$ cat src/shared/swbm_map.svh
// Timing constants for the single-wire bus master sequencer.
// Assumes a 200 MHz clock and a bus with an external pull-up.
`ifndef SWBM_MAP_SVH
`define SWBM_MAP_SVH

`define SWBM_CLK_PERIOD_PS 5000
`define SWBM_TICK_US 1
`define SWBM_TICK_CYCLES ((`SWBM_TICK_US * 1000000) / `SWBM_CLK_PERIOD_PS)
`define SWBM_TICK_W 8
`define SWBM_US_W 10

`define SWBM_RST_LOW_US 10'd511
`define SWBM_RST_HIGH_US 10'd512
`define SWBM_PD_START_US 10'd15
`define SWBM_PD_END_US 10'd300
`define SWBM_W0_LOW_US 10'd100
`define SWBM_W1_LOW_US 10'd5
`define SWBM_RD_LOW_US 10'd5
`define SWBM_SLOT_US 10'd117
`define SWBM_RD_SAMPLE_US 10'd15
`define SWBM_REC_US 10'd1

`endif

$ cat src/shared/swbm_pkg.sv
// Types shared by the single-wire bus master sequencer.
// Assumes the timing header is included by the modules that need counts.
package swbm_pkg;

  // Commands accepted on the request port
  typedef enum logic [1:0] {
    SWBM_CMD_RESET = 2'h0,
    SWBM_CMD_WR0 = 2'h1,
    SWBM_CMD_WR1 = 2'h2,
    SWBM_CMD_READ = 2'h3
  } swbm_cmd_t;

  // Sequencer states, one-hot
  typedef enum logic [3:0] {
    SWBM_ST_IDLE = 4'h1,
    SWBM_ST_LOW = 4'h2,
    SWBM_ST_HIGH = 4'h4,
    SWBM_ST_REC = 4'h8
  } swbm_state_t;

endpackage

$ cat src/shared/swbm_tick_if.sv
// Link between the sequencer and its microsecond tick divider.
// Assumes both ends share one clock.
`timescale 1ns/1ps
interface swbm_tick_if;
  logic restart;
  logic tick;

  modport seq (output restart, input tick);
  modport gen (input restart, output tick);
endinterface

$ cat src/hdl/swbm_master.sv
// Single-wire bus master sequencer: reset/presence, write-zero,
// write-one and read slots on an open-drain wire.
// Assumes an external pull-up and inputs synchronous to clk_i.
`timescale 1ns/1ps
`include "swbm_map.svh"
module swbm_master (
  // Clock and reset
  input wire logic clk_i,
  input wire logic rst_n_i,
  // Command request
  input wire logic cmd_valid_i,
  input wire logic [1:0] cmd_i,
  output logic cmd_ready_o,
  // Command results
  output logic done_o,
  output logic presence_o,
  output logic rd_bit_o,
  // Open-drain wire
  input wire logic wire_i,
  output logic wire_o,
  output logic wire_oe_n_o
);

  swbm_tick_if tick_if ();

  swbm_tick_gen u_tick (
    .clk_i (clk_i),
    .rst_n_i (rst_n_i),
    .tick_if (tick_if)
  );

  // Length of the driven-low part of a slot, in microseconds
  function automatic logic [`SWBM_US_W-1:0] low_len(input swbm_pkg::swbm_cmd_t c);
    unique case (c)
      swbm_pkg::SWBM_CMD_RESET: low_len = `SWBM_RST_LOW_US;
      swbm_pkg::SWBM_CMD_WR0: low_len = `SWBM_W0_LOW_US;
      swbm_pkg::SWBM_CMD_WR1: low_len = `SWBM_W1_LOW_US;
      swbm_pkg::SWBM_CMD_READ: low_len = `SWBM_RD_LOW_US;
    endcase
  endfunction

  // Released part of a slot that follows the low part
  function automatic logic [`SWBM_US_W-1:0] rel_len(input swbm_pkg::swbm_cmd_t c);
    if (c == swbm_pkg::SWBM_CMD_RESET) begin
      rel_len = `SWBM_RST_HIGH_US;
    end else begin
      rel_len = `SWBM_US_W'(`SWBM_SLOT_US - low_len(c));
    end
  endfunction

  swbm_pkg::swbm_state_t state_reg;
  swbm_pkg::swbm_state_t state_next;
  swbm_pkg::swbm_cmd_t cmd_reg;
  swbm_pkg::swbm_cmd_t cmd_next;
  logic [`SWBM_US_W-1:0] us_reg;
  logic [`SWBM_US_W-1:0] us_next;
  logic [`SWBM_US_W-1:0] us_inc;
  logic oe_n_reg;
  logic oe_n_next;
  logic ready_reg;
  logic ready_next;
  logic done_reg;
  logic done_next;
  logic pres_reg;
  logic pres_next;
  logic seen_reg;
  logic seen_next;
  logic rd_reg;
  logic rd_next;
  logic restart;

  assign us_inc = us_reg + `SWBM_US_W'(1);

  // Phase plan of every command:
  // - IDLE: wire released, ready high; a valid command is taken at once.
  // - LOW: wire pulled low for the command's low length in microseconds.
  // - HIGH: wire released for the rest of the slot; a reset uses this
  //   phase to look for the presence pulse, a read samples the wire once.
  // - REC: one more released microsecond, then done and ready together.
  // Each phase restarts us_reg at zero, so every limit is a phase length
  // and no wide counter is needed for the long reset pulse.
  // The tick is realigned when a command is taken, so the first low
  // microsecond is a whole one rather than a fraction of a tick period.
  // Every duration is the nominal one; the pipeline adds about one clock
  // at each phase change, far inside the allowed ranges.
  // Limitation: the wire level is used as it arrives; the pin must be
  // brought into this clock domain before it reaches wire_i.
  // Limitation: a reset pulse and its released time are fixed; a slave
  // that answers late, after the presence window, is reported as absent.
  // Trade-off: the recovery gap is added after every slot, reset too,
  // which costs one microsecond per bit but keeps back-to-back slots
  // legal without any spacing rule for whoever issues commands.
  // Commands offered while busy are ignored; the requester must hold
  // its valid until ready is seen high again.
  // The wire is only ever released or pulled low; wire_o stays zero so
  // an enable fault can never drive the shared line high.

  // Sequencer next-state logic; us_reg counts microseconds within a phase
  always_comb begin
    state_next = state_reg;
    cmd_next = cmd_reg;
    us_next = us_reg;
    oe_n_next = oe_n_reg;
    ready_next = ready_reg;
    done_next = 1'b0;
    pres_next = pres_reg;
    seen_next = seen_reg;
    rd_next = rd_reg;
    restart = 1'b0;
    unique case (state_reg)
      swbm_pkg::SWBM_ST_IDLE: begin
        if (cmd_valid_i) begin
          // Falling edge starts the slot and realigns the tick
          cmd_next = swbm_pkg::swbm_cmd_t'(cmd_i);
          state_next = swbm_pkg::SWBM_ST_LOW;
          us_next = '0;
          oe_n_next = 1'b0;
          ready_next = 1'b0;
          seen_next = 1'b0;
          restart = 1'b1;
        end
      end
      swbm_pkg::SWBM_ST_LOW: begin
        if (tick_if.tick) begin
          us_next = us_inc;
          if (us_inc == low_len(cmd_reg)) begin
            // Release only; the pull-up makes the high level
            oe_n_next = 1'b1;
            us_next = '0;
            state_next = swbm_pkg::SWBM_ST_HIGH;
          end
        end
      end
      swbm_pkg::SWBM_ST_HIGH: begin
        // Any low level inside the window counts as presence
        if (cmd_reg == swbm_pkg::SWBM_CMD_RESET && !wire_i &&
            us_reg >= `SWBM_PD_START_US && us_reg < `SWBM_PD_END_US) begin
          seen_next = 1'b1;
        end
        if (tick_if.tick) begin
          us_next = us_inc;
          // Sample point measured from the slot's falling edge
          if (cmd_reg == swbm_pkg::SWBM_CMD_READ &&
              us_inc == `SWBM_US_W'(`SWBM_RD_SAMPLE_US - `SWBM_RD_LOW_US)) begin
            rd_next = wire_i;
          end
          if (us_inc == rel_len(cmd_reg)) begin
            us_next = '0;
            state_next = swbm_pkg::SWBM_ST_REC;
          end
        end
      end
      swbm_pkg::SWBM_ST_REC: begin
        // Extra released gap so back-to-back slots keep their recovery
        if (tick_if.tick) begin
          us_next = us_inc;
          if (us_inc == `SWBM_REC_US) begin
            state_next = swbm_pkg::SWBM_ST_IDLE;
            us_next = '0;
            ready_next = 1'b1;
            done_next = 1'b1;
            if (cmd_reg == swbm_pkg::SWBM_CMD_RESET) begin
              pres_next = seen_reg;
            end
          end
        end
      end
      default: begin
        state_next = swbm_pkg::SWBM_ST_IDLE;
        oe_n_next = 1'b1;
        ready_next = 1'b1;
      end
    endcase
  end

  assign tick_if.restart = restart;

  // Register sequencer state
  always_ff @(posedge clk_i or negedge rst_n_i) begin
    if (!rst_n_i) begin
      state_reg <= swbm_pkg::SWBM_ST_IDLE;
      cmd_reg <= swbm_pkg::SWBM_CMD_RESET;
      us_reg <= '0;
      oe_n_reg <= 1'b1;
      ready_reg <= 1'b1;
      done_reg <= 1'b0;
      pres_reg <= 1'b0;
      seen_reg <= 1'b0;
      rd_reg <= 1'b0;
      wire_o <= 1'b0;
    end else begin
      state_reg <= state_next;
      cmd_reg <= cmd_next;
      us_reg <= us_next;
      oe_n_reg <= oe_n_next;
      ready_reg <= ready_next;
      done_reg <= done_next;
      pres_reg <= pres_next;
      seen_reg <= seen_next;
      rd_reg <= rd_next;
      wire_o <= 1'b0; // Never drive high
    end
  end

  assign cmd_ready_o = ready_reg;
  assign done_o = done_reg;
  assign presence_o = pres_reg;
  assign rd_bit_o = rd_reg;
  assign wire_oe_n_o = oe_n_reg;

endmodule

$ cat src/hdl/swbm_tick_gen.sv
// Microsecond tick divider for the single-wire bus master.
// Assumes a restart request realigns the tick phase to the slot start.
`timescale 1ns/1ps
`include "swbm_map.svh"
module swbm_tick_gen (
  // Clock and reset
  input wire logic clk_i,
  input wire logic rst_n_i,
  // Tick link
  swbm_tick_if.gen tick_if
);

  logic [`SWBM_TICK_W-1:0] cnt_reg;
  logic [`SWBM_TICK_W-1:0] cnt_next;
  logic tick_reg;
  logic tick_next;

  // Divide the clock down; restart keeps each slot's first microsecond whole
  always_comb begin
    cnt_next = cnt_reg + `SWBM_TICK_W'(1);
    tick_next = 1'b0;
    if (tick_if.restart) begin
      cnt_next = '0;
    end else if (cnt_reg == `SWBM_TICK_W'(`SWBM_TICK_CYCLES - 1)) begin
      cnt_next = '0;
      tick_next = 1'b1;
    end
  end

  // Register divider state
  always_ff @(posedge clk_i or negedge rst_n_i) begin
    if (!rst_n_i) begin
      cnt_reg <= '0;
      tick_reg <= 1'b0;
    end else begin
      cnt_reg <= cnt_next;
      tick_reg <= tick_next;
    end
  end

  assign tick_if.tick = tick_reg;

endmodule

$ cat config.mk
export PLATFORM = sky130hd
export DESIGN_NAME = swbm_master
export DESIGN_NICKNAME = d
export VERILOG_FILES = /design/src/shared/swbm_pkg.sv /design/src/shared/swbm_tick_if.sv /design/src/hdl/swbm_master.sv /design/src/hdl/swbm_tick_gen.sv
export VERILOG_INCLUDE_DIRS = /design/src /design/src/shared
export SDC_FILE = /design/constraint.sdc
export NUM_CORES = 1
export LEC_CHECK = 0
export BUFFER_PORTS_ARGS = -buffer_cell sky130_fd_sc_hd__buf_4
export CORE_ASPECT_RATIO = 0.6
export CORE_MARGIN = 4
export CORE_UTILIZATION = 30
export DETAILED_ROUTE_END_ITERATION = 8
export PLACE_DENSITY = 0.42
export SETUP_SLACK_MARGIN = 0.02
export SLEW_MARGIN = 30
export SYNTH_ARGS = -nofsm -noshare
export SYNTH_HDL_FRONTEND = slang
export SYNTH_SLANG_ARGS = --single-unit
$ cat constraint.sdc
create_clock -name clk_i -period 3.3 [get_ports clk_i]
set_input_delay 0.66 -clock clk_i [delete_from_list [all_inputs] [get_ports clk_i]]
set_output_delay 0.66 -clock clk_i [all_outputs]
set_load 0.02 [all_outputs]
==> flow_summary.ini, run 1 <==
[global_routing]
grt_first_pass_wirelength_mm = 11.37
grt_max_degree = 32
grt_overflow = 0
grt_pass1_vias = 1921
grtUsageTotal = 0.1599
grt_antenna_before_repair = 0

[hold_path]
hold_path.class = in -> async

[die]
die_area_um2 = 9514
start_util = 0.3187
ios = 12
die_h_um = 77.17
rows = 24
core_area_um2 = 7507
die_w_um = 123.3

[synthesis]
ys_types = 67
synth-edff-count = 0
synth_cells = 281
async_flop_share = 1.000
synth_seq_cells = 31
ys_warn_count = 0
synth_flop_cell = dfrtp_1
synth-seq-area-share = 0.3258
syn_area_um2 = 2392
synth_area_per_cell_um2 = 8.514
syn_nets = 292

[power]
power_density_nw_per_um2 = 608.0
p_leak_nw = 1.072
p_total_w = 0.001629
vdd_drop_max_mv = 0.2550

[clocking]
clkSlewWorstSetupHoldPaths_ns = 0.06
clock-sinks = 31
clockRootBuffer = clkbuf_16
cts_tree = yes
cts_hold_buffers = 0
h-tree-depth = 2
cts_setup_buffers = 0
post_cts_resized = 0
numCtsBuffers = 5
insertion_delay_ns = 0.28
clockBufferDepth = 2

[place]
gp_congestion = 0.8497
portBuffers = 10
dp_cells = 381
dpl.hpwl_mm = 5.455
place_ws_ns = 0.4249

[critical_path]
r2r_slack_ns = 0.39
worst_setup_path_start_kind = flop
critPathRequiredTime_ns = 3.44
cp_max_fo = 14
crit_path_end_kind = flop
critPathKind = reg -> reg
critPathArrivalTime_ns = 3.06

[timing]
post-route-period-util = 0.8827
rsz0062_at_grt = no
hold_violations = 0
finalMaxSlewViolations = 0
period_needed_ns = 2.913
clock_skew_ns = 0.002471
setup_ws_ns = 0.3872
finalSetupTns_ns = 0
setup_viol = 0
holdWs_ns = 0.3082
fmax_mhz = 343.3
worst_pin_slew_ns = 0.5501
slew_headroom = 0.6332

[cells_and_area]
num-nets-final = 295
num_antenna_cells = 0
largest_register_ffs = 10
fill_cells = 783
layout-drive-gt1-share = 0.1719
finalNonFillerCells = 389
syn_to_final_growth_pct = 12.03

[detailed_routing]
antenna_left = 0
wl_per_cell_um = 18.61
vias = 2141
drt_wl_total_mm = 7.241
drc = 0
viasPerCell = 5.504
drt_iter0_drc = 214
firstDrtPassIters = 5

[job]
cap_violations = 0

[run_status]
status = finished clean
cell usage after synthesis, types with 3 or more instances:
library cell	count	area, µm²
o211ai_1	5	37.54
nand3_1	12	60.06
nor3b_1	4	30.03
o221ai_1	3	26.28
ha_1	5	62.56
xor2_1	9	78.83
or3_1	3	18.77
nor3_1	10	50.05
a31oi_1	3	18.77
o21a_1	6	45.04
nor2_1	31	116.4
nor4_1	3	18.77
xnor2_1	7	61.31
and3_1	6	37.54
a21oi_1	10	50.05
o22ai_1	4	25.02
dfrtp_1	28	700.7
buf_2	8	40.04
inv_1	7	26.28
nand2b_1	7	43.79
o21ai_0	9	45.04
nand2_1	26	97.59
buf_4	6	45.04
clkbuf_1	7	26.28
dfstp_2	3	78.83
nor4b_1	4	35.03
layout by cell type (no fill, tap or decap), drive strengths merged, types with 4 or more instances in the layout:
cell    instances
nand2          26
and3            6
xnor2           7
inv             7
o21ai          13
nor4            4
nand3          15
o211ai          5
ha              5
nor3b           4
o21a            6
a21oi          10
buf            20
o22ai           4
nor4b           5
nor3           10
nor2           33
dfrtp          28
clkbuf          5
nand2b          7
xor2            9
path summary, 6_finish.rpt:
path | startpoint | endpoint | depth (start not counted)
setup / recovery | us_reg[2]$_DFFE_PN0P_ | us_reg[4]$_DFFE_PN0P_ | 8
hold / removal | rst_n_i | rd_bit_o$_DFFE_PN0P_ | 1
setup reg to reg | us_reg[2]$_DFFE_PN0P_ | us_reg[4]$_DFFE_PN0P_ | 8
hold reg to reg | u_tick.cnt_reg[0]$_DFF_PN0_ | u_tick.cnt_reg[0]$_DFF_PN0_ | 1
max in group asynchronous | rst_n_i | state_reg[0]$_DFFE_PN1P_ | 1
min in group clk_i | u_tick.cnt_reg[0]$_DFF_PN0_ | u_tick.cnt_reg[0]$_DFF_PN0_ | 1
per-layer routing:
metal	GRT usage	up-vias	wire length, µm
met3	0.06103	7	632
met4	0.04309	0	82
met1	0.2670	1024	4014
met2	0.1756	85	2511
li1	-	1025	-
met5	0	-	0
worst max-delay path, cell delays in order, from the launching register on:
cell	delay, ns
dfrtp_1	0.63
and3_1	0.49
nand3_4	0.14
xor2_1	0.17
o32a_1	0.37
a2111oi_4	0.41
nor2_4	0.14
o21ai_2	0.25
o221ai_1	0.17
final cells by class:
| class | instances | area, µm² | area share |
|---|---|---|---|
| Sequential cell | 31 | 779.5 | 0.2908 |
| Tap cell | 104 | 130.1 | 0.04855 |
| Clock inverter | 3 | 20.02 | 0.007470 |
| Multi-Input combinational cell | 219 | 1449 | 0.5406 |
| Timing Repair Buffer | 20 | 150.1 | 0.05602 |
| Inverter | 7 | 26.28 | 0.009804 |
| Clock buffer | 5 | 125.1 | 0.04669 |
power by group:
group | internal (W) | total [W] | switching [W] | leakage [nW]
clock | 0.000277 | 0.000457 | 0.000180 | 0.0658
combinational | 0.000249 | 0.000603 | 0.000354 | 0.593
sequential | 0.000456 | 0.000569 | 0.000113 | 0.414
logic make-up after synthesis:
family          after synthesis  synth area share
mux                           3           0.01360
simple gates                127            0.2945
flops                        31            0.3258
other cells                   1          0.001568
buf+inv                      31           0.06852
compound gates               67            0.2113
xor+xnor                     16           0.05858
fa+ha+maj                     5           0.02615
stage by stage:
step	util	area (µm²)
after floorplan	-	2392
after global placement	0.3377	2535
after detailed placement	0.3377	2535
after CTS	0.3570	2680
after global routing	0.3570	2680
final	0.3570	2680
(Power assumes the default switching activity.)
==> inputs of run 2 (changes only) <==
- CORE_UTILIZATION: 30 -> 55
- PLACE_DENSITY: 0.42 -> 0.7
==> run 2 against run 1 <==
Net effect: critical path depth grew 1; global-route usage increased by 9.4 points; largest cell class unchanged; sequential share of layout area grew 1.2 points; core utilization rose by 26 points; largest power group unchanged; sequential cell count unchanged; combinational power decreased by 1%; total power is 8.5% lower; clock skew is 0.0039 ns higher; setup slack improved by 0.044 ns.
==> flow_summary.ini, run 2 (synthesized netlist as in run 1, its figures left out) <==
[critical_path]
crit_family = simple AND/OR/NAND/NOR gates
r2r_end = us_reg[4]$_DFFE_PN0P_
critPathArrivalTime_ns = 3.01
path_cells = ha_1 > and3_1 > nand3_4 > xor2_1 > o32a_1 > a2111oi_4 > nor2_4 > nor2_1 > o221ai_1
cp_max_fo = 10
cp_num_buf_inv = 0
cpMaxStageDelayCell = dfrtp_1
crit_start = us_reg[0]$_DFFE_PN0P_
r2r_cells = 9
crit_path_end_kind = flop
cpPeakStageDelay_ns = 0.49
r2r_slack_ns = 0.43
crit_cells = 9
worstReg2RegStart = us_reg[0]$_DFFE_PN0P_
worst_setup_path_start_kind = flop
critPathKind = reg -> reg
cp-endpoint = us_reg[4]$_DFFE_PN0P_
critPathRequiredTime_ns = 3.45

[die]
die_h_um = 59.09
die_w_um = 93.15
rows = 18
core_area_um2 = 4144
ios = 12
die_area_um2 = 5503
start_util = 0.5773

[global_routing]
grt_antenna_before_repair = 0
grt_pass1_vias = 1891
grt_max_degree = 32
grtUsageTotal = 0.2536
grt_overflow = 0
grt_first_pass_wirelength_mm = 10.42

[clocking]
cts_hold_buffers = 0
clockRootBuffer = clkbuf_8
numCtsBuffers = 5
cts_setup_buffers = 0
insertion_delay_ns = 0.29
clockBufferDepth = 2
clkSlewWorstSetupHoldPaths_ns = 0.07
post_cts_resized = 0
h-tree-depth = 2
cts_tree = yes
clock-sinks = 31

[detailed_routing]
antenna_left = 0
firstDrtPassIters = 5
vias = 2187
viasPerCell = 6.358
drt_wl_total_mm = 6.395
drc = 0
drt_iter0_drc = 205
wl_per_cell_um = 18.59

[timing]
clock_skew_ns = 0.006352
finalMaxSlewViolations = 0
holdWs_ns = 0.2832
setup_viol = 0
slew_headroom = 0.6176
setup_ws_ns = 0.4308
post-route-period-util = 0.8694
fmax_mhz = 348.5
hold_violations = 0
rsz0062_at_grt = no
period_needed_ns = 2.869
finalSetupTns_ns = 0
worst_pin_slew_ns = 0.5692

[hold_path]
hold_path.class = in -> async

[power]
power_density_nw_per_um2 = 578.6
p_leak_nw = 1.052
vdd_drop_max_mv = 0.4019

[cells_and_area]
layout-drive-gt1-share = 0.1690
num_antenna_cells = 0
syn_to_final_growth_pct = 7.688
finalNonFillerCells = 344
post-route-util = 0.6217
largest_register_ffs = 10
final_common_cell = nor2_1
num-nets-final = 294
final_cell_mix = nor2_1, dfrtp_1, nand2_1

[job]
cap_violations = 0

[place]
place_ws_ns = 0.4956
portBuffers = 10
dp_cells = 336
dpl.hpwl_mm = 4.777
gp_congestion = 0.9815

[run_status]
status = finished clean
-- run 2: metal layers --
layer | GRT usage | vias to the layer above | part of all wire
met4 | 0.06681 | 0 | 0.016
met1 | 0.4016 | 1047 | 0.49
li1 | - | 1021 | -
met3 | 0.09010 | 13 | 0.12
met5 | 0 | - | 0
met2 | 0.3142 | 106 | 0.37
-- run 2: area by class of cell --
| cell class | count | area (µm²) |
|---|---|---|
| fillers | 397 | 1568 |
| multi-input cells | 219 | 1449 |
| flip-flops and latches | 31 | 779.5 |
| repair buffers | 19 | 142.6 |
| clock buffers | 7 | 96.34 |
| well taps | 60 | 75.07 |
| inverters | 7 | 26.28 |
| clock inverters | 1 | 7.507 |
-- run 2: report_power, final --
group | internal (W) | total (W) | switching [W]
Combinational | 0.000238 | 0.000595 | 0.000357
Sequential | 0.000456 | 0.000555 | 0.0000992
Clock | 0.000190 | 0.000341 | 0.000151
Total | 0.000884 | 0.00149 | 0.000607
-- run 2: how the worst min path moves through the flow --
| stage | start | end | slack, ns | cells after the start |
|---|---|---|---|---|
| 5_1_grt | rst_n_i | rd_bit_o$_DFFE_PN0P_ | 0.32 | 1 |
| 3_3_place_gp | u_tick.cnt_reg[0]$_DFF_PN0_ | u_tick.cnt_reg[0]$_DFF_PN0_ | 0.44 | 1 |
| 6_report | rst_n_i | rd_bit_o$_DFFE_PN0P_ | 0.28 | 1 |
| 2_1_floorplan | rst_n_i | cmd_reg[0]$_DFFE_PN0P_ | 0.36 | 0 |
| 4_1_cts | rst_n_i | rd_bit_o$_DFFE_PN0P_ | 0.30 | 1 |
| 3_5_place_dp | u_tick.cnt_reg[0]$_DFF_PN0_ | u_tick.cnt_reg[0]$_DFF_PN0_ | 0.45 | 1 |
-- run 2: worst register-to-register path: stages, from the launching register on --
cell,delay [ns]
dfrtp_1,0.49
ha_1,0.22
and3_1,0.43
nand3_4,0.13
xor2_1,0.16
o32a_1,0.33
a2111oi_4,0.39
nor2_4,0.14
nor2_1,0.27
o221ai_1,0.17
-- run 2: stage by stage --
stage / total power, W / instance area (µm²)
finish: 0.001491 / 2576
global route: 0.001586 / 2576
CTS: 0.001483 / 2576
detailed placement: 0.001135 / 2472
global placement: 0.001131 / 2472
floorplan: 0.0009516 / 2392
==> inputs of run 3 (changes only) <==
- ABC_AREA: default -> 1
- MAX_ROUTING_LAYER: default -> met4
==> run 3 against run 2 <==
Net effect: setup slack better by 0.58 ns; largest power group unchanged; total power is 3.5% higher; critical path depth is 4 higher; highest routed layer unchanged; via count is 8.2% lower; synthesized cell count is 8.9% higher; fmax is 26% higher; first-iteration DRC count is 19% lower; sequential cell count stayed put.
==> flow_summary.ini, run 3 <==
[run_status]
status = finished clean

[die]
die_h_um = 55.66
core_area_um2 = 3443
die_w_um = 87.43
ios = 12
rows = 16
start_util = 0.6047
die_area_um2 = 4866

[critical_path]
crit_top_cell = nand2_1
worst_setup_path_start_kind = flop
critPathRequiredTime_ns = 3.47
critPathKind = reg -> reg
r2r_cells = 13
critPathArrivalTime_ns = 2.46
crit_cells = 13
r2r_slack_ns = 1.01
cp-endpoint = us_reg[7]$_DFFE_PN0P_
path_cells = inv_1 > ha_1 > or2_2 > nor2_1 > nand2_1 > nand2_1 > nand3_1 > inv_1 > nand2_1 > nand2_2 > nand3_4 > nand3_1 > nand2_1
cpPeakStageDelay_ns = 0.53
worstReg2RegStart = us_reg[0]$_DFFE_PN0P_
cpMaxStageDelayCell = dfrtp_1
cp_max_fo = 10
crit_start = us_reg[0]$_DFFE_PN0P_
crit_family = simple AND/OR/NAND/NOR gates
r2r_end = us_reg[7]$_DFFE_PN0P_
crit_path_end_kind = flop
cp_num_buf_inv = 2

[synthesis]
ys_warn_count = 0
ys_types = 36
synth_top_area_frac = 0.3365
netlist_top_cells_count = nand2_1, inv_1, nand3_1
synth-edff-count = 0
synth_cells = 306
synth_flop_cell = dfrtp_1
synth.area.top_cells = dfrtp_1, nand2_1, nand3_1
synth_seq_cells = 31
syn_nets = 317
synth_top_cell_by_area = dfrtp_1
async_flop_share = 1.000
syn_area_um2 = 2082
synth-seq-area-share = 0.3744
synth_area_per_cell_um2 = 6.804
yosysMostFrequentCell = nand2_1

[timing]
period_needed_ns = 2.286
holdWs_ns = 0.2949
rsz0062_at_grt = no
fmax_mhz = 437.5
hold_violations = 0
setup_viol = 0
finalSetupTns_ns = 0
finalMaxSlewViolations = 0
clock_skew_ns = 0.01042
post-route-period-util = 0.6927

[hold_path]
hold_path.class = in -> async

[detailed_routing]
drt_wl_total_mm = 5.186
antenna_left = 0
drt_iter0_drc = 167
wl_per_cell_um = 14.13
firstDrtPassIters = 5
vias = 2008
drc = 0
viasPerCell = 5.471

[global_routing]
grt_max_degree = 32
grt_first_pass_wirelength_mm = 8.687
grt_overflow = 0
grt_pass1_vias = 1671
grtUsageTotal = 0.2387
grt_antenna_before_repair = 0

[clocking]
clockRootBuffer = clkbuf_8
insertion_delay_ns = 0.29
clkSlewWorstSetupHoldPaths_ns = 0.07
cts_hold_buffers = 0
cts_setup_buffers = 0
clockBufferDepth = 2
h-tree-depth = 2
numCtsBuffers = 5
clock-sinks = 31
cts_tree = yes
post_cts_resized = 0

[power]
seqPwrFrac = 0.344
vdd_drop_max_mv = 0.4164
p_total_w = 0.001542
p_int_w = 0.0008707
sw_frac_of_total = 0.4354
pwr-share-clk = 0.214
p_leak_nw = 1.261
power_density_nw_per_um2 = 670.2
p_sw_w = 0.0006714
combPwrFrac = 0.442

[cells_and_area]
final_cell_mix = nand2_1, inv_1, nand3_1
layout-drive-gt1-share = 0.1273
largest_register_ffs = 10
post-route-util = 0.6682
syn_to_final_growth_pct = 10.52
num_antenna_cells = 0
num-nets-final = 332
final_common_cell = nand2_1

[place]
portBuffers = 10
gp_congestion = 0.9897
dpl.hpwl_mm = 4.066

[job]
cap_violations = 0
run 3: cell count changes after synthesis, sizes merged, moves of 7 or more:
cell	delta
clkbuf	-7
buf	-15
nand2b	-7
nand3	+24
nand2	+78
xor2	-8
inv	+39
run 3: power groups by stage:
stage | Clock, W | Combinational (W) | Sequential, W
final | 0.000330 | 0.000682 | 0.000531
after global routing | 0.000354 | 0.000760 | 0.000543
after CTS | 0.000335 | 0.000669 | 0.000530
after detailed placement | 0 | 0.000666 | 0.000537
after global placement | 0 | 0.000670 | 0.000534
after floorplan | 0 | 0.000484 | 0.000535
run 3: worst register-to-register path, stage by stage, from the launching register on:
cell	delay (ns)
dfrtp_1	0.53
inv_1	0.14
ha_1	0.36
or2_2	0.30
nor2_1	0.10
nand2_1	0.06
nand2_1	0.05
nand3_1	0.08
inv_1	0.06
nand2_1	0.05
nand2_2	0.11
nand3_4	0.13
nand3_1	0.13
nand2_1	0.07
run 3: per-stage QoR:
stage	setup WS, ns	cells	instance area [µm²]
2_1_floorplan	1.323	306	2082
3_3_place_gp	1.119	359	2201
3_5_place_dp	1.056	359	2201
4_1_cts	1.037	367	2301
5_1_grt	0.7809	367	2301
6_report	1.014	367	2301
run 3: logic make-up after synthesis:
kind of cell,count (synthesis),synth area share
simple gates,198,0.4345
buf+inv,49,0.09074
flops,31,0.3744
compound gates,19,0.05528
fa+ha+maj,5,0.03005
xor+xnor,2,0.008415
other cells,1,0.001801
mux,1,0.004808
run 3: how the worst min path moves through the flow:
stage / from / endpoint
after global routing: rst_n_i / u_tick.cnt_reg[7]$_DFF_PN0_
after detailed placement: cmd_ready_o$_DFFE_PN1P_ / cmd_ready_o$_DFFE_PN1P_
after global placement: u_tick.cnt_reg[0]$_DFF_PN0_ / u_tick.cnt_reg[0]$_DFF_PN0_
final: rst_n_i / seen_reg$_DFFE_PN0P_
after CTS: rst_n_i / seen_reg$_DFFE_PN0P_
after floorplan: rst_n_i / cmd_reg[0]$_DFFE_PN0P_
run 3: final cells by class:
type	count	area, µm²
multi-input cells	226	1114
flip-flops and latches	31	779.5
well taps	45	56.30
fillers	320	1142
inverters	47	176.4
clock buffers	8	100.1
repair buffers	10	75.07
run 3: per-layer routing:
layer / GRT usage / vias to the layer above / routed length [µm]
met5: - / - / 0
met2: 0.2575 / 96 / 1810
met3: 0.07101 / 7 / 560
met4: 0.05252 / 0 / 46
met1: 0.4055 / 910 / 2768
li1: - / 995 / -
